## src/rtl/smc_pkg.sv

```systemverilog
/*
 * constants shared by the standby mode controller: register offsets,
 * field positions, reset values and the mode enumeration.
 * assumes a 32-bit axi4-lite register bus with byte addresses.
 */
package smc_pkg;
    // ------------------------------------------------------------
    // register offsets
    // ------------------------------------------------------------
    localparam logic [7:0] SMC_OFF_WDT_CTRL = 8'h00;
    localparam logic [7:0] SMC_OFF_OSC_CTRL0 = 8'h04;
    localparam logic [7:0] SMC_OFF_OSC_CTRL1 = 8'h08;
    localparam logic [7:0] SMC_OFF_STATUS = 8'h0C;

    // ------------------------------------------------------------
    // reset values
    // ------------------------------------------------------------
    localparam logic [7:0] SMC_RST_WDT_CTRL = 8'h00;
    localparam logic [7:0] SMC_RST_OSC_CTRL0 = 8'h00;
    localparam logic [7:0] SMC_RST_OSC_CTRL1 = 8'h00;
    // value loaded into both oscillator controls on full stop entry
    localparam logic [7:0] SMC_STOP_OSC_VAL = 8'h00;

    // ------------------------------------------------------------
    // field positions
    // ------------------------------------------------------------
    localparam int SMC_WDT_RUN_BIT = 0;
    localparam int SMC_WDT_STOP_CLR_BIT = 3;
    localparam int SMC_MAIN_CRYSTAL_OSC_MAIN_EN_BIT = 0;
    localparam int SMC_MAIN_CRYSTAL_OSC_SEC_EN_BIT = 1;
    localparam int SMC_MAIN_CRYSTAL_OSC_RC_STOP_BIT = 4;
    localparam int SMC_MAIN_CRYSTAL_OSC_CLK_SEL_LSB = 5;
    localparam int SMC_STAT_RAM_KEPT_BIT = 3;

    // ------------------------------------------------------------
    // axi responses
    // ------------------------------------------------------------
    localparam logic [1:0] SMC_RESP_OKAY = 2'h0;
    localparam logic [1:0] SMC_RESP_SLVERR = 2'h2;

    // ------------------------------------------------------------
    // power modes
    // ------------------------------------------------------------
    typedef enum logic [2:0] {
        SMC_MODE_RESET,
        SMC_MODE_NORMAL,
        SMC_MODE_IDLE,
        SMC_MODE_FULL_STOP,
        SMC_MODE_XTAL_STOP
    } smc_mode_t;
endpackage

```

## src/rtl/smc_standby_ctrl.sv

```systemverilog
/*
 * standby mode controller: reset, normal, idle, full stop and
 * stop-with-crystal sequencing, oscillator and clock gating, and the
 * watchdog and oscillator control registers on axi4-lite.
 * assumes mode instructions and accepted-interrupt strobes are one-cycle
 * pulses on sys_clk, and wake request lines are already enable-masked.
 */
// Summary of operation
// [RULE_01] reset pin or watchdog request holds reset state; release goes to normal
// [RULE_02] reset state reloads registers and stops cpu, oscillators and peripherals
// [RULE_03] memory undefined after pin reset, kept after watchdog reset and standby
// [RULE_04] idle instruction stops cpu only; accepted interrupt or reset returns
// [RULE_05] stop entry clears watchdog bit 0 when watchdog bit 3 is set
// [RULE_06] full stop loads both oscillator controls with 00 and stops everything
// [RULE_07] full stop wakes on external, port0, serial 2, sync serial 0/1 or reset
// [RULE_08] crystal stop keeps main crystal clients; crystal modules also wake
// [RULE_09] interrupt exit from stops goes idle; reset exit goes to reset
// [RULE_10] pending wake at stop entry: normal if accepting, else idle
// [RULE_11] crystal stop release restores secondary, rc and clock selection
// [RULE_12] one encoded mode state gates cpu, oscillator and peripheral clocks
`timescale 1ns/1ns
`default_nettype none
module smc_standby_ctrl
    import smc_pkg::*;
#(
    parameter int ADDR_W = 8
) (
    input wire logic sys_clk,
    input wire logic rst,
    input wire logic s_axi_awvalid,
    output logic s_axi_awready,
    input wire logic [ADDR_W-1:0] s_axi_awaddr,
    input wire logic s_axi_wvalid,
    output logic s_axi_wready,
    input wire logic [31:0] s_axi_wdata,
    input wire logic [3:0] s_axi_wstrb,
    output logic s_axi_bvalid,
    input wire logic s_axi_bready,
    output logic [1:0] s_axi_bresp,
    input wire logic s_axi_arvalid,
    output logic s_axi_arready,
    input wire logic [ADDR_W-1:0] s_axi_araddr,
    output logic s_axi_rvalid,
    input wire logic s_axi_rready,
    output logic [31:0] s_axi_rdata,
    output logic [1:0] s_axi_rresp,
    input wire logic external_reset_pin_n,
    input wire logic watchdog_reset_req,
    input wire logic idle_instr,
    input wire logic full_stop_instr,
    input wire logic stop_keep_crystal_instr,
    input wire logic irq_accept_enable,
    input wire logic irq_accepted,
    input wire logic [7:0] external_irq,
    input wire logic port0_change_irq,
    input wire logic serial_channel_2,
    input wire logic sync_serial_0,
    input wire logic sync_serial_1,
    input wire logic crystal_module_irq,
    output logic cpu_reset,
    output logic cpu_clk_en,
    output logic periph_clk_en,
    output logic crystal_periph_clk_en,
    output logic main_crystal_osc_en,
    output logic secondary_osc_en,
    output logic rc_osc_en,
    output logic [1:0] sys_clk_sel,
    output logic [7:0] osc_control_1,
    output logic ram_retained,
    output logic [2:0] mode_code
);
    // ------------------------------------------------------------
    // reset sources
    // ------------------------------------------------------------
    logic pin_level_n;
    smc_sync3 #(.RESET_LEVEL(1'b1)) u_pin_sync (
        .sys_clk(sys_clk),
        .rst(rst),
        .pin(external_reset_pin_n),
        .level(pin_level_n)
    );
    wire pin_reset = ~pin_level_n;
    wire reset_cond = pin_reset | watchdog_reset_req; // RULE_01

    // ------------------------------------------------------------
    // mode state
    // ------------------------------------------------------------
    smc_mode_t mode;
    smc_mode_t next_mode;
    logic [7:0] watchdog_control_reg;
    logic [7:0] osc_control_0;
    logic [7:0] osc_ctrl1;

    wire in_normal = (mode == SMC_MODE_NORMAL);
    wire wake_full = (|external_irq) | port0_change_irq | serial_channel_2
        | sync_serial_0 | sync_serial_1; // RULE_07
    wire wake_xtal = wake_full | crystal_module_irq; // RULE_08
    wire go_full = in_normal & full_stop_instr;
    wire go_xtal = in_normal & stop_keep_crystal_instr & ~full_stop_instr;
    wire stop_entry = go_full | go_xtal;
    // a pending wake ends the stop before it starts
    wire pending_wake = (go_full & wake_full) | (go_xtal & wake_xtal); // RULE_10
    wire resume_mode_normal = irq_accept_enable;

    always_comb begin
        next_mode = mode;
        case (mode)
            SMC_MODE_RESET: begin
                next_mode = SMC_MODE_NORMAL; // RULE_01
            end
            SMC_MODE_NORMAL: begin
                if (pending_wake) begin
                    next_mode = resume_mode_normal ? SMC_MODE_NORMAL
                        : SMC_MODE_IDLE; // RULE_10
                end else if (go_full) begin
                    next_mode = SMC_MODE_FULL_STOP; // RULE_06
                end else if (go_xtal) begin
                    next_mode = SMC_MODE_XTAL_STOP; // RULE_08
                end else if (idle_instr) begin
                    next_mode = SMC_MODE_IDLE; // RULE_04
                end
            end
            SMC_MODE_IDLE: begin
                if (irq_accepted) begin
                    next_mode = SMC_MODE_NORMAL; // RULE_04
                end
            end
            SMC_MODE_FULL_STOP: begin
                if (wake_full) begin
                    next_mode = SMC_MODE_IDLE; // RULE_09
                end
            end
            SMC_MODE_XTAL_STOP: begin
                if (wake_xtal) begin
                    next_mode = SMC_MODE_IDLE; // RULE_09
                end
            end
            default: begin
                next_mode = SMC_MODE_RESET;
            end
        endcase
        // reset outranks every other exit
        if (reset_cond) begin
            next_mode = SMC_MODE_RESET; // RULE_01 RULE_09
        end
    end

    always_ff @(posedge sys_clk or posedge rst) begin
        if (rst) begin
            mode <= SMC_MODE_RESET;
        end else begin
            mode <= next_mode; // RULE_12
        end
    end

    // ram is only trustworthy when the last reset came from the watchdog
    always_ff @(posedge sys_clk or posedge rst) begin
        if (rst) begin
            ram_retained <= 1'b0;
        end else if (pin_reset) begin
            ram_retained <= 1'b0; // RULE_03
        end else if (watchdog_reset_req) begin
            ram_retained <= 1'b1; // RULE_03
        end
    end

    // ------------------------------------------------------------
    // axi4-lite write channel
    // ------------------------------------------------------------
    logic aw_held;
    logic w_held;
    logic [ADDR_W-1:0] aw_addr;
    logic [7:0] w_byte;
    logic w_lane0;

    assign s_axi_awready = ~aw_held & ~s_axi_bvalid;
    assign s_axi_wready = ~w_held & ~s_axi_bvalid;
    wire do_write = aw_held & w_held & ~s_axi_bvalid;
    wire [7:0] wr_off = 8'(aw_addr);
    wire wr_wdt = do_write & w_lane0 & (wr_off == SMC_OFF_WDT_CTRL);
    wire wr_main_crystal_osc = do_write & w_lane0 & (wr_off == SMC_OFF_OSC_CTRL0);
    wire wr_secondary_osc = do_write & w_lane0 & (wr_off == SMC_OFF_OSC_CTRL1);
    wire wr_hit = (wr_off == SMC_OFF_WDT_CTRL) | (wr_off == SMC_OFF_OSC_CTRL0)
        | (wr_off == SMC_OFF_OSC_CTRL1) | (wr_off == SMC_OFF_STATUS);

    always_ff @(posedge sys_clk or posedge rst) begin
        if (rst) begin
            aw_held <= 1'b0;
            w_held <= 1'b0;
            aw_addr <= '0;
            w_byte <= 8'h00;
            w_lane0 <= 1'b0;
            s_axi_bvalid <= 1'b0;
            s_axi_bresp <= SMC_RESP_OKAY;
        end else begin
            if (s_axi_awvalid & s_axi_awready) begin
                aw_held <= 1'b1;
                aw_addr <= s_axi_awaddr;
            end
            if (s_axi_wvalid & s_axi_wready) begin
                w_held <= 1'b1;
                w_byte <= s_axi_wdata[7:0];
                w_lane0 <= s_axi_wstrb[0];
            end
            if (do_write) begin
                aw_held <= 1'b0;
                w_held <= 1'b0;
                s_axi_bvalid <= 1'b1;
                s_axi_bresp <= wr_hit ? SMC_RESP_OKAY : SMC_RESP_SLVERR;
            end else if (s_axi_bvalid & s_axi_bready) begin
                s_axi_bvalid <= 1'b0;
            end
        end
    end

    // ------------------------------------------------------------
    // control registers; hardware effects outrank software writes
    // ------------------------------------------------------------
    wire in_reset = (mode == SMC_MODE_RESET);

    always_ff @(posedge sys_clk or posedge rst) begin
        if (rst) begin
            watchdog_control_reg <= SMC_RST_WDT_CTRL;
            osc_control_0 <= SMC_RST_OSC_CTRL0;
            osc_ctrl1 <= SMC_RST_OSC_CTRL1;
        end else if (in_reset) begin
            watchdog_control_reg <= SMC_RST_WDT_CTRL; // RULE_02
            osc_control_0 <= SMC_RST_OSC_CTRL0; // RULE_02
            osc_ctrl1 <= SMC_RST_OSC_CTRL1; // RULE_02
        end else begin
            if (stop_entry & ~pending_wake) begin
                if (watchdog_control_reg[SMC_WDT_STOP_CLR_BIT]) begin
                    watchdog_control_reg[SMC_WDT_RUN_BIT] <= 1'b0; // RULE_05
                end
            end else if (wr_wdt) begin
                watchdog_control_reg <= w_byte;
            end
            // crystal stop leaves these alone, so release restores them
            if (go_full & ~pending_wake) begin // RULE_11
                osc_control_0 <= SMC_STOP_OSC_VAL; // RULE_06
                osc_ctrl1 <= SMC_STOP_OSC_VAL; // RULE_06
            end else begin
                if (wr_main_crystal_osc) begin
                    osc_control_0 <= w_byte;
                end
                if (wr_secondary_osc) begin
                    osc_ctrl1 <= w_byte;
                end
            end
        end
    end

    // ------------------------------------------------------------
    // axi4-lite read channel
    // ------------------------------------------------------------
    wire [7:0] rd_off = 8'(s_axi_araddr);
    wire [7:0] status_byte = {4'h0, ram_retained, 3'(mode)};
    wire rd_hit = (rd_off == SMC_OFF_WDT_CTRL) | (rd_off == SMC_OFF_OSC_CTRL0)
        | (rd_off == SMC_OFF_OSC_CTRL1) | (rd_off == SMC_OFF_STATUS);
    wire [7:0] rd_byte = (rd_off == SMC_OFF_WDT_CTRL) ? watchdog_control_reg
        : (rd_off == SMC_OFF_OSC_CTRL0) ? osc_control_0
        : (rd_off == SMC_OFF_OSC_CTRL1) ? osc_ctrl1
        : (rd_off == SMC_OFF_STATUS) ? status_byte : 8'h00;
    assign s_axi_arready = ~s_axi_rvalid;

    always_ff @(posedge sys_clk or posedge rst) begin
        if (rst) begin
            s_axi_rvalid <= 1'b0;
            s_axi_rdata <= 32'h0000_0000;
            s_axi_rresp <= SMC_RESP_OKAY;
        end else if (s_axi_arvalid & s_axi_arready) begin
            s_axi_rvalid <= 1'b1;
            s_axi_rdata <= {24'h00_0000, rd_byte};
            s_axi_rresp <= rd_hit ? SMC_RESP_OKAY : SMC_RESP_SLVERR;
        end else if (s_axi_rvalid & s_axi_rready) begin
            s_axi_rvalid <= 1'b0;
        end
    end

    // ------------------------------------------------------------
    // clock and oscillator gating from the mode state
    // ------------------------------------------------------------
    wire mode_running = in_normal | (mode == SMC_MODE_IDLE);
    wire mode_xtal = (mode == SMC_MODE_XTAL_STOP);

    assign cpu_reset = in_reset; // RULE_02
    assign cpu_clk_en = in_normal; // RULE_04 RULE_12
    assign periph_clk_en = mode_running; // RULE_06 RULE_12
    assign crystal_periph_clk_en = mode_running | mode_xtal; // RULE_08
    assign main_crystal_osc_en = osc_control_0[SMC_MAIN_CRYSTAL_OSC_MAIN_EN_BIT]
        & (mode_running | mode_xtal); // RULE_08 RULE_12
    // rc enable is active low in the register, so gate it explicitly
    assign secondary_osc_en = osc_control_0[SMC_MAIN_CRYSTAL_OSC_SEC_EN_BIT] & mode_running; // RULE_08
    assign rc_osc_en = ~osc_control_0[SMC_MAIN_CRYSTAL_OSC_RC_STOP_BIT] & mode_running; // RULE_06
    assign sys_clk_sel = osc_control_0[SMC_MAIN_CRYSTAL_OSC_CLK_SEL_LSB+1:SMC_MAIN_CRYSTAL_OSC_CLK_SEL_LSB];
    assign osc_control_1 = osc_ctrl1;
    assign mode_code = 3'(mode);
endmodule // smc_standby_ctrl
`default_nettype wire

```

## src/rtl/smc_sync3.sv

```systemverilog
/*
 * three flip-flop synchroniser for one pin level.
 * assumes the pin is asynchronous to sys_clk; the output moves only
 * once the second and third stages agree.
 */
`timescale 1ns/1ns
`default_nettype none
module smc_sync3 #(
    parameter logic RESET_LEVEL = 1'b1
) (
    input wire logic sys_clk,
    input wire logic rst,
    input wire logic pin,
    output logic level
);
    logic stage1;
    logic stage2;
    logic stage3;
    wire agree = (stage2 == stage3);

    // ------------------------------------------------------------
    // stage chain; stage1 feeds stage2 only
    // ------------------------------------------------------------
    always_ff @(posedge sys_clk or posedge rst) begin
        if (rst) begin
            stage1 <= RESET_LEVEL;
            stage2 <= RESET_LEVEL;
            stage3 <= RESET_LEVEL;
            level <= RESET_LEVEL;
        end else begin
            stage1 <= pin;
            stage2 <= stage1;
            stage3 <= stage2;
            if (agree) begin
                level <= stage3;
            end
        end
    end
endmodule // smc_sync3
`default_nettype wire

```

## config.mk

```make
export PLATFORM = sky130hd
export DESIGN_NAME = smc_standby_ctrl
export DESIGN_NICKNAME = d
export VERILOG_FILES = /design/src/rtl/smc_pkg.sv /design/src/rtl/smc_standby_ctrl.sv /design/src/rtl/smc_sync3.sv
export SDC_FILE = /design/constraint.sdc
export NUM_CORES = 1
export LEC_CHECK = 0
export BUFFER_PORTS_ARGS = -buffer_cell sky130_fd_sc_hd__clkbuf_2
export CORE_MARGIN = 2
export CORE_UTILIZATION = 51
export DETAILED_ROUTE_END_ITERATION = 16
export GPL_ROUTABILITY_DRIVEN = 0
export PLACE_DENSITY = 0.88
export RECOVER_POWER = 100
export SLEW_MARGIN = 20
export SYNTH_ARGS = -nofsm -noshare
export SYNTH_HDL_FRONTEND = slang
export SYNTH_SLANG_ARGS = --single-unit
```

## constraint.sdc

```tcl
create_clock -name sys_clk -period 2.9 [get_ports sys_clk]
set_clock_uncertainty 0.2 [all_clocks]
set_input_delay 0.145 -clock sys_clk [delete_from_list [all_inputs] [get_ports sys_clk]]
set_output_delay 0.145 -clock sys_clk [all_outputs]
set_load 0.1 [all_outputs]
```

==> results of run 1 <==
[how the worst min path moves through the flow]
stage | startpoint | endpoint | slack [ns] | cells after the start
after floorplan | external_reset_pin_n | u_pin_sync.stage1 | -0.05 | 0
after CTS | irq_accept_enable | mode_code[0] | 0.08 | 5
after global routing | s_axi_araddr[6] | s_axi_rdata[1] | 0.1 | 4
final | s_axi_araddr[6] | s_axi_rdata[1] | 0.1 | 4
after global placement | rst | aw_addr[6] | -0.11 | 2
after detailed placement | rst | aw_addr[0] | -0.1 | 2
[report_power, final]
| group | leakage, uW | switching [uW] | total, uW | internal (uW) |
|---|---|---|---|---|
| registers | 0.000805 | 177 | 1240 | 1060 |
| clock network | 0.0000894 | 320 | 675 | 354 |
| logic | 0.00104 | 712 | 997 | 285 |
[kinds of logic after synthesis]
kind of cell	Yosys count	share of synthesized area
XOR/XNOR	2	0.00542
AO/OA/AOI/OAI	46	0.100
buffers and inverters	48	0.0964
flip-flops	63	0.489
adder cells (fa/ha/maj)	1	0.00310
other	1	0.00116
AND/OR/NAND/NOR	85	0.155
multiplexers	41	0.149
[per-stage QoR]
stage / std cells / power [uW]
2_1_floorplan: 312 / 2110
3_3_place_gp: 437 / 2220
3_5_place_dp: 437 / 2260
4_1_cts: 480 / 2960
5_1_grt: 480 / 3060
6_report: 480 / 2910
[timing repair]
item | 4_1_cts | 5_1_grt
endpoints found under the hold margin | 92 | 0
resized for setup | 0 | 0
hold buffers | 27 | 0
[metal layers]
layer | share of wire | wire (um) | up-vias | track usage
met5 | 0 | 0 | - | 0
met4 | 0.012 | 91 | 0 | 0.0806
met3 | 0.064 | 469 | 10 | 0.0633
met2 | 0.53 | 3890 | 109 | 0.377
met1 | 0.39 | 2870 | 1234 | 0.267
li1 | - | - | 1185 | -
[cell type report]
class	instances	area, um^2
Timing Repair Buffer	116	676
Clock buffer	13	159
Sequential cell	63	1580
Clock inverter	3	17.5
Tap cell	77	96.3
Inverter	7	26.3
Fill cell	509	2240
Multi-Input combinational cell	201	1440
[worst min-delay path, cell delays in order]
cell	delay [ns]
clkbuf_2	0.07
or4_1	0.14
nor4_4	0.07
a22o_1	0.17
[cells in the final DEF, fill, tap and decap left out, drive strengths merged, types with 3 or more instances in the layout]
| cell type | n |
|---|---|
| a21oi | 5 |
| a22o | 8 |
| and2 | 4 |
| clkbuf | 101 |
| conb | 26 |
| dfrtp | 59 |
| dfstp | 4 |
| dlygate4sd3 | 27 |
| inv | 7 |
| mux2 | 17 |
| mux2i | 20 |
| mux4 | 4 |
| nand2 | 26 |
| nand3 | 3 |
| nand3b | 3 |
| nor2 | 22 |
| nor2b | 3 |
| nor3 | 3 |
| nor3b | 4 |
| nor4 | 5 |
| o21ai | 19 |
==> results.json, run 1 <==
{
  "drive_gt1_frac": 0.273,
  "synth_top_cell_area_share": 0.457,
  "wire_per_inst_um": 15.3,
  "port_buffers": 87,
  "finalHoldViolations": 0,
  "synth_common_cells": "dfrtp_1, buf_4, nand2_1",
  "critPathBufInv": 1,
  "viasPerCell": 5.29,
  "clock-sinks": 63,
  "crit_cells": 4,
  "syn_to_final_growth_pct": 23.8,
  "first_global_vias": 2545,
  "grt_usage": 0.221,
  "leakagePower_uw": 0.00193,
  "antenna_cells": 0,
  "grt_max_degree": 29,
  "fin_nets": 477,
  "yosysMostFrequentCell": "dfrtp_1",
  "syn_inst": 287,
  "cp_top_family": "simple AND/OR/NAND/NOR gates",
  "rsz0062_at_grt": "false",
  "grt_overflow_total": 0,
  "cp.arrival_ns": 2.66,
  "holdWs_ns": 0.0975,
  "synth_area_per_cell_um2": 11.3,
  "synth_top_area_cell": "dfrtp_1",
  "cts_setup_buffers": 0,
  "start_kind": "flop",
  "cts_tree": "built",
  "hp-class": "in2reg",
  "rr_startpoint": "mode_code[2]",
  "cts_buffers": 9,
  "core_um2": 6240,
  "synth_seq_area_share": 0.489,
  "dr.pass1.iters": 4,
  "placementRows": 29,
  "dpl_cell_area_um2": 3640,
  "startpoint": "mode_code[2]",
  "reg2regPathDepth": 4,
  "maxCapViolCount": 0,
  "grt_antenna_before_repair": 0,
  "pre_cts_ws_ns": 0.520,
  "path_class": "reg2reg",
  "p_per_area_nw_per_um2": 727,
  "tightest_slew_ns": 1.20,
  "report.final.slew_viol_count": 0,
  "critPathCaptureType": "flop",
  "cts_max_level": 3,
  "worstSkewPairLatency_ns": 0.34,
  "status": "complete, no violations",
  "ys_types": 54,
  "start_util": 0.518,
  "worst_slack_ns": 0.308,
  "ant_nets": 0,
  "syn_area_um2": 3230,
  "top_level_ports": 141,
  "ys_seq_elements": 63,
  "fp.dieH_um": 83.6,
  "period_share": 0.894,
  "r2r_setup_slack_ns": 0.31,
  "cts_root_buf": "clkbuf_8",
  "clockBufferDepth": 2,
  "final_util": 0.641,
  "min_period_ns": 2.59,
  "synth_enable_flop_cells": 0,
  "max_slew_margin": 0.204,
  "grt_first_pass_wirelength_mm": 12.2,
  "critPathRequiredTime_ns": 2.97,
  "setup_tns_ns": 0,
  "synth_warnings": 0,
  "die_area_um2": 6990,
  "setup_viol": 0,
  "wl_mm": 7.33,
  "dp_hpwl_mm": 5.15,
  "async_flop_share": 1.00,
  "dr_total_vias": 2538,
  "drt_iter0_drc": 141,
  "synth_flop_cell": "dfrtp_1",
  "ys_top_cells_by_area": "dfrtp_1, buf_4, mux2i_1",
  "die_w_um": 83.6,
  "fmax_mhz": 386,
  "r2r-end": "mode_code[2]",
  "ir_worst_vdd_mv": 0.876,
  "crit_chain": "nor3b_4, nand4_1, o41ai_1, dlygate4sd3_1",
  "design_area_um2": 4000,
  "drc_errors": 0,
  "slowest_stage": "dfrtp_1",
  "cts.reportedPaths.clkPinSlew_ns": 0.06,
  "max_stage_delay_ns": 0.61,
  "crit_fanout": 15,
  "critPathCapture": "mode_code[2]"
}
Power figures use the tool's default switching activity.
==> inputs of run 2 (changes only) <==
--- a/config.mk
+++ b/config.mk
@@ -5,12 +5,13 @@
 export SDC_FILE = /design/constraint.sdc
 export NUM_CORES = 1
 export LEC_CHECK = 0
+export ABC_AREA = 1
 export BUFFER_PORTS_ARGS = -buffer_cell sky130_fd_sc_hd__clkbuf_2
 export CORE_MARGIN = 2
-export CORE_UTILIZATION = 51
+export CORE_UTILIZATION = 52
 export DETAILED_ROUTE_END_ITERATION = 16
 export GPL_ROUTABILITY_DRIVEN = 0
-export PLACE_DENSITY = 0.88
+export PLACE_DENSITY = 0.89
 export RECOVER_POWER = 100
 export SLEW_MARGIN = 20
 export SYNTH_ARGS = -nofsm -noshare
==> run 2 against run 1 <==
Fmax grew 6.7%. Highest routed layer unchanged. Die area up 2.4%. Global-route usage is 0.87 points higher. Power rose by 9.2%. First-iteration DRC count rose by 100%. The flow now finishes with violations (max-capacitance violations). Flip-flop and latch count stayed put. Largest cell class unchanged. Register-to-register slack better by 0.22 ns. Critical path depth unchanged. Synthesized cell count increased by 33%.
==> results.json, run 2 <==
{
  "syn_to_final_growth_pct": 22.7,
  "layout_commonest_cell": "nand2_1",
  "worstHoldStart": "s_axi_araddr[3]",
  "max_slew_margin": 0.00485,
  "ys_seq_elements": 63,
  "synth_common_cells": "nand2_1, dfrtp_1, nor2_1",
  "synth_enable_flop_cells": 0,
  "placementRows": 29,
  "wl_mm": 7.70,
  "antenna_cells": 0,
  "p_per_area_nw_per_um2": 766,
  "cts_setup_buffers": 0,
  "critPathBufInv": 2,
  "die_area_um2": 7150,
  "finalHoldViolations": 0,
  "dr_total_vias": 2939,
  "violations": "max-capacitance violations",
  "grt_overflow_total": 0,
  "synth_flop_cell": "dfrtp_1",
  "tightest_slew_ns": 1.49,
  "grt_max_degree": 64,
  "power.total_uw": 3180,
  "design_area_um2": 4140,
  "async_flop_share": 1.00,
  "clock-sinks": 63,
  "cp_top_family": "buffers and inverters",
  "cts_root_buf": "clkbuf_8",
  "status": "finished, violations left",
  "critPathCaptureType": "output pin",
  "cts_resized": 0,
  "grt_antenna_before_repair": 0,
  "ir_worst_vdd_mv": 0.915,
  "top_level_ports": 141,
  "path_class": "reg2out",
  "layout_common_cells": "nand2_1, dfrtp_1, clkbuf_2",
  "synth_seq_area_share": 0.468,
  "final_util": 0.656,
  "critPathRequiredTime_ns": 2.56,
  "drive_gt1_frac": 0.234,
  "report.final.slew_viol_count": 0,
  "cts_tree": "built",
  "synth_area_per_cell_um2": 8.82,
  "start_util": 0.535,
  "maxCapViolCount": 1,
  "cts_buffers": 9,
  "slowest_stage": "clkbuf_1",
  "leakagePower_uw": 0.00206,
  "rr_startpoint": "mode_code[2]",
  "grt_usage": 0.230,
  "wire_per_inst_um": 13.2,
  "fmax_mhz": 412,
  "max_stage_delay_ns": 0.89,
  "ys_types": 34,
  "pre_cts_ws_ns": 0.926,
  "ant_nets": 0,
  "cts_max_level": 3,
  "core_um2": 6310,
  "period_share": 0.838,
  "die_w_um": 84.6,
  "synth_top_area_cell": "dfrtp_1",
  "syn_inst": 383,
  "fin_nets": 578,
  "rsz0062_at_grt": "false",
  "yosysMostFrequentCell": "nand2_1",
  "setup_viol": 0,
  "synth_warnings": 0,
  "ys_top_cells_by_area": "dfrtp_1, nand2_1, buf_4",
  "cp.arrival_ns": 2.08,
  "worstSkewPairLatency_ns": 0.34,
  "dp_hpwl_mm": 5.37,
  "fillers": 540,
  "min_period_ns": 2.43,
  "syn_area_um2": 3380,
  "crit_fanout": 8,
  "drt_iter0_drc": 289,
  "viasPerCell": 5.06,
  "fp.dieH_um": 84.6,
  "startpoint": "mode_code[2]",
  "crit_chain": "inv_2, nand3_4, nand2_1, clkbuf_1",
  "dpl_cell_area_um2": 3770,
  "synth_top_cell_area_share": 0.437,
  "clockBufferDepth": 2,
  "hp-class": "in2reg",
  "dr.pass1.iters": 5,
  "first_global_vias": 2910,
  "holdWs_ns": 0.0282,
  "cts.reportedPaths.clkPinSlew_ns": 0.08,
  "worst_slack_ns": 0.471,
  "start_kind": "flop",
  "grt_first_pass_wirelength_mm": 13.1,
  "drc_errors": 0,
  "port_buffers": 87
}
[run 2: cell types whose count changed after synthesis, moves of 6 or more]
cell	previous run	this run
nand4_1	1	11
mux2i_1	20	0
a22o_1	8	0
clkbuf_1	7	1
nor2_1	22	43
nand3_1	3	38
inv_1	7	38
nand2_1	26	77
[run 2: area by class of cell]
type | instances | area [um^2] | share of cell area
clock buffers | 10 | 138 | 0.0332
inverters | 42 | 158 | 0.0380
flip-flops and latches | 63 | 1580 | 0.382
clock inverters | 6 | 91.3 | 0.0220
well taps | 77 | 96.3 | 0.0232
repair buffers | 113 | 652 | 0.157
multi-input cells | 270 | 1430 | 0.344
[run 2: path summary, 6_finish.rpt]
| kind | endpoint | slack [ns] | depth (start not counted) |
|---|---|---|---|
| max | periph_clk_en | 0.47 | 4 |
| min | s_axi_rdata[7] | 0.03 | 5 |
| max reg2reg | osc_control_0[4] | 0.53 | 7 |
| min reg2reg | u_pin_sync.stage2 | 0.16 | 0 |
| min in group asynchronous | w_lane0 | 0.65 | 4 |
| max in group asynchronous | mode_code[0] | 0.86 | 4 |
[run 2: timing repair]
action	CTS	global route
endpoints found under the setup margin	0	0
hold buffers	25	0
hold endpoints to repair	88	0
[run 2: stage by stage]
| step | setup TNS, ns | cells |
|---|---|---|
| floorplan | -0.589 | 408 |
| finish | 0 | 581 |
| global route | 0 | 581 |
| detailed placement | 0 | 540 |
| global placement | 0 | 540 |
| CTS | 0 | 581 |
[run 2: worst reg2reg max path, stage by stage, from the launching register on]
cell	delay [ns]
dfrtp_1	0.47
inv_2	0.14
nand3_4	0.14
nor3_4	0.17
nand2_1	0.07
nand3_1	0.64
nand3_4	0.23
o21ai_0	0.23
[run 2: logic make-up (layout without fill, tap and decap cells)]
group / count (synthesis) / after routing / share of synthesized area
AO/OA/AOI/OAI: 33 / 33 / 0.0608
multiplexers: 15 / 15 / 0.0500
other: 1 / 26 / 0.00111
AND/OR/NAND/NOR: 195 / 195 / 0.291
adder cells (fa/ha/maj): 1 / 1 / 0.00296
buffers and inverters: 75 / 171 / 0.126
flip-flops: 63 / 63 / 0.468
[run 2: report_power, final]
part	internal, uW	leakage (uW)	switching [uW]
Sequential	1070	0.000794	139
Clock	510	0.000105	355
Combinational	260	0.00117	841
Total	1840	0.00206	1340
[run 2: routing by layer]
| layer | global-route usage | vias up | wire [um] |
|---|---|---|---|
| met5 | 0 | - | 0 |
| met4 | 0.117 | 0 | 230 |
| met3 | 0.0639 | 26 | 531 |
| met2 | 0.380 | 141 | 3870 |
| met1 | 0.275 | 1353 | 3060 |
| li1 | - | 1419 | - |
==> inputs of run 3 (changes only) <==
--- a/config.mk
+++ b/config.mk
@@ -5,13 +5,13 @@
 export SDC_FILE = /design/constraint.sdc
 export NUM_CORES = 1
 export LEC_CHECK = 0
-export ABC_AREA = 1
+export ABC_AREA = 0
 export BUFFER_PORTS_ARGS = -buffer_cell sky130_fd_sc_hd__clkbuf_2
 export CORE_MARGIN = 2
-export CORE_UTILIZATION = 52
+export CORE_UTILIZATION = 48
 export DETAILED_ROUTE_END_ITERATION = 16
 export GPL_ROUTABILITY_DRIVEN = 0
-export PLACE_DENSITY = 0.89
+export PLACE_DENSITY = 0.84
 export RECOVER_POWER = 100
 export SLEW_MARGIN = 20
 export SYNTH_ARGS = -nofsm -noshare
==> constraint.sdc (replaced) <==
create_clock -name sys_clk -period 2.4 [get_ports sys_clk]
set_clock_uncertainty 0.2 [all_clocks]
set_input_delay 0.12 -clock sys_clk [delete_from_list [all_inputs] [get_ports sys_clk]]
set_output_delay 0.12 -clock sys_clk [all_outputs]
set_load 0.1 [all_outputs]
==> run 3 against run 2 <==
The flow now finishes without violations. Die area rose by 3.5%. Via count shrank 13%. Flip-flop and latch count unchanged. Cell area fell by 0.75%. Non-clock buffer count rose by 8. Global-route usage decreased by 2.4 points. Critical endpoint is now watchdog_control_reg[3]. Sequential power rose by 24%. Combinational power up 11%.
==> results.json, run 3 (same netlist as run 1, synthesis figures left out) <==
{
  "cts_max_level": 3,
  "wire_per_inst_um": 14.7,
  "layout_commonest_cell": "clkbuf_2",
  "dr_total_vias": 2555,
  "grt_overflow_total": 0,
  "clockBufferDepth": 2,
  "cts_tree": "built",
  "placedCellCount": 441,
  "die_area_um2": 7410,
  "cts_root_buf": "clkbuf_8",
  "die_w_um": 86.1,
  "rsz0062_at_grt": "false",
  "leakagePower_uw": 0.00198,
  "finalHoldViolations": 0,
  "switching_share": 0.391,
  "p_comb_frac": 0.326,
  "critPathRequiredTime_ns": 2.42,
  "grt_antenna_before_repair": 0,
  "grt_max_degree": 33,
  "fp.dieH_um": 86.1,
  "critPathCaptureType": "flop",
  "fin_cells": 485,
  "syn_to_final_growth_pct": 27.3,
  "port_buffers": 87,
  "wl_mm": 7.15,
  "cts_resized": 0,
  "reg2regPathDepth": 6,
  "critPathCapture": "watchdog_control_reg[3]",
  "drive_gt1_frac": 0.311,
  "fmax_mhz": 429,
  "clkPwrFrac": 0.274,
  "top_level_ports": 141,
  "worstSkewPairLatency_ns": 0.34,
  "setup_viol": 0,
  "ant_nets": 0,
  "grt_usage": 0.206,
  "status": "complete, no violations",
  "period_share": 0.971,
  "max_slew_margin": 0.211,
  "layout_common_cells": "clkbuf_2, dfrtp_1, clkbuf_1",
  "placementRows": 29,
  "power.switching_uw": 1470,
  "cts.reportedPaths.clkPinSlew_ns": 0.07,
  "dp_hpwl_mm": 4.98,
  "p_per_area_nw_per_um2": 913,
  "seqPwrFrac": 0.400,
  "grt_first_pass_wirelength_mm": 11.7,
  "p_int_uw": 2290,
  "cts_setup_buffers": 0,
  "r2r-end": "watchdog_control_reg[3]",
  "crit_fanout": 14,
  "cp.arrival_ns": 2.35,
  "min_period_ns": 2.33,
  "viasPerCell": 5.27,
  "tightest_slew_ns": 1.19,
  "r2r_setup_slack_ns": 0.07,
  "fin_nets": 482,
  "maxCapViolCount": 0,
  "startpoint": "aw_addr[6]",
  "start_kind": "flop",
  "drc_errors": 0,
  "dr.pass1.iters": 4,
  "ir_worst_vdd_mv": 1.14,
  "drt_iter0_drc": 169,
  "final_util": 0.640,
  "first_global_vias": 2418,
  "cts_hold_buffers": 28,
  "report.final.slew_viol_count": 0,
  "antenna_cells": 0,
  "cts_buffers": 9,
  "start_util": 0.503,
  "rr_startpoint": "aw_addr[6]",
  "clock-sinks": 63,
  "hp-class": "in2reg",
  "path_class": "reg2reg",
  "core_um2": 6420
}
## run 3: layer usage
metal  global-route usage  part of all wire  vias up
met2                0.343              0.50      113
met1                0.254              0.41     1231
met4               0.0866             0.024        0
met5                    0                 0        -
li1                     -                 -     1194
met3               0.0549             0.062       17
## run 3: power groups by stage
stage	combinational (uW)	clock [uW]	sequential [uW]
2_1_floorplan	935	0	1620
3_3_place_gp	1200	0	1510
3_5_place_dp	1230	0	1520
4_1_cts	1270	1050	1500
5_1_grt	1300	1110	1530
6_report	1220	1030	1500
## run 3: cell type report
type                       count  area (um^2)
multi-input combinational    201         1460
tap                           77         96.3
clock buffer                  13          159
timing repair buffer         121          722
sequential                    63         1590
clock inverter                 3         65.1
inverter                       7         27.5
fill                         533         2310
## run 3: worst min path at each step
stage               cells after the start           endpoint                 start
floorplan                               0  u_pin_sync.stage1  external_reset_pin_n
global placement                        1  u_pin_sync.stage1  external_reset_pin_n
finish                                  4     s_axi_rdata[6]       s_axi_araddr[6]
global route                            4     s_axi_rdata[1]       s_axi_araddr[6]
CTS                                     5       mode_code[0]     irq_accept_enable
detailed placement                      1  u_pin_sync.stage1  external_reset_pin_n
## run 3: worst max-delay path, stage by stage (launching register included)
cell and delay, ns:
dfrtp_1 0.38, or4_1 0.58, nor4b_1 0.55, o22ai_2 0.13, buf_4 0.22, nand2_1 0.10
o21ai_2 0.05
## run 3: per-stage QoR
| stage | setup slack [ns] | power (uW) | area [um^2] | TNS, ns | hold slack, ns |
|---|---|---|---|---|---|
| CTS | 0.0741 | 3820 | 4200 | 0 | 0.0476 |
| detailed placement | 0.348 | 2750 | 3700 | 0 | 0.0140 |
| global placement | 0.390 | 2710 | 3700 | 0 | 0.0135 |
| floorplan | -0.536 | 2550 | 3400 | -12.78 | -0.0755 |
| finish | 0.0704 | 3750 | 4110 | 0 | 0.0642 |
| global route | 0.0109 | 3940 | 4110 | 0 | 0.0787 |
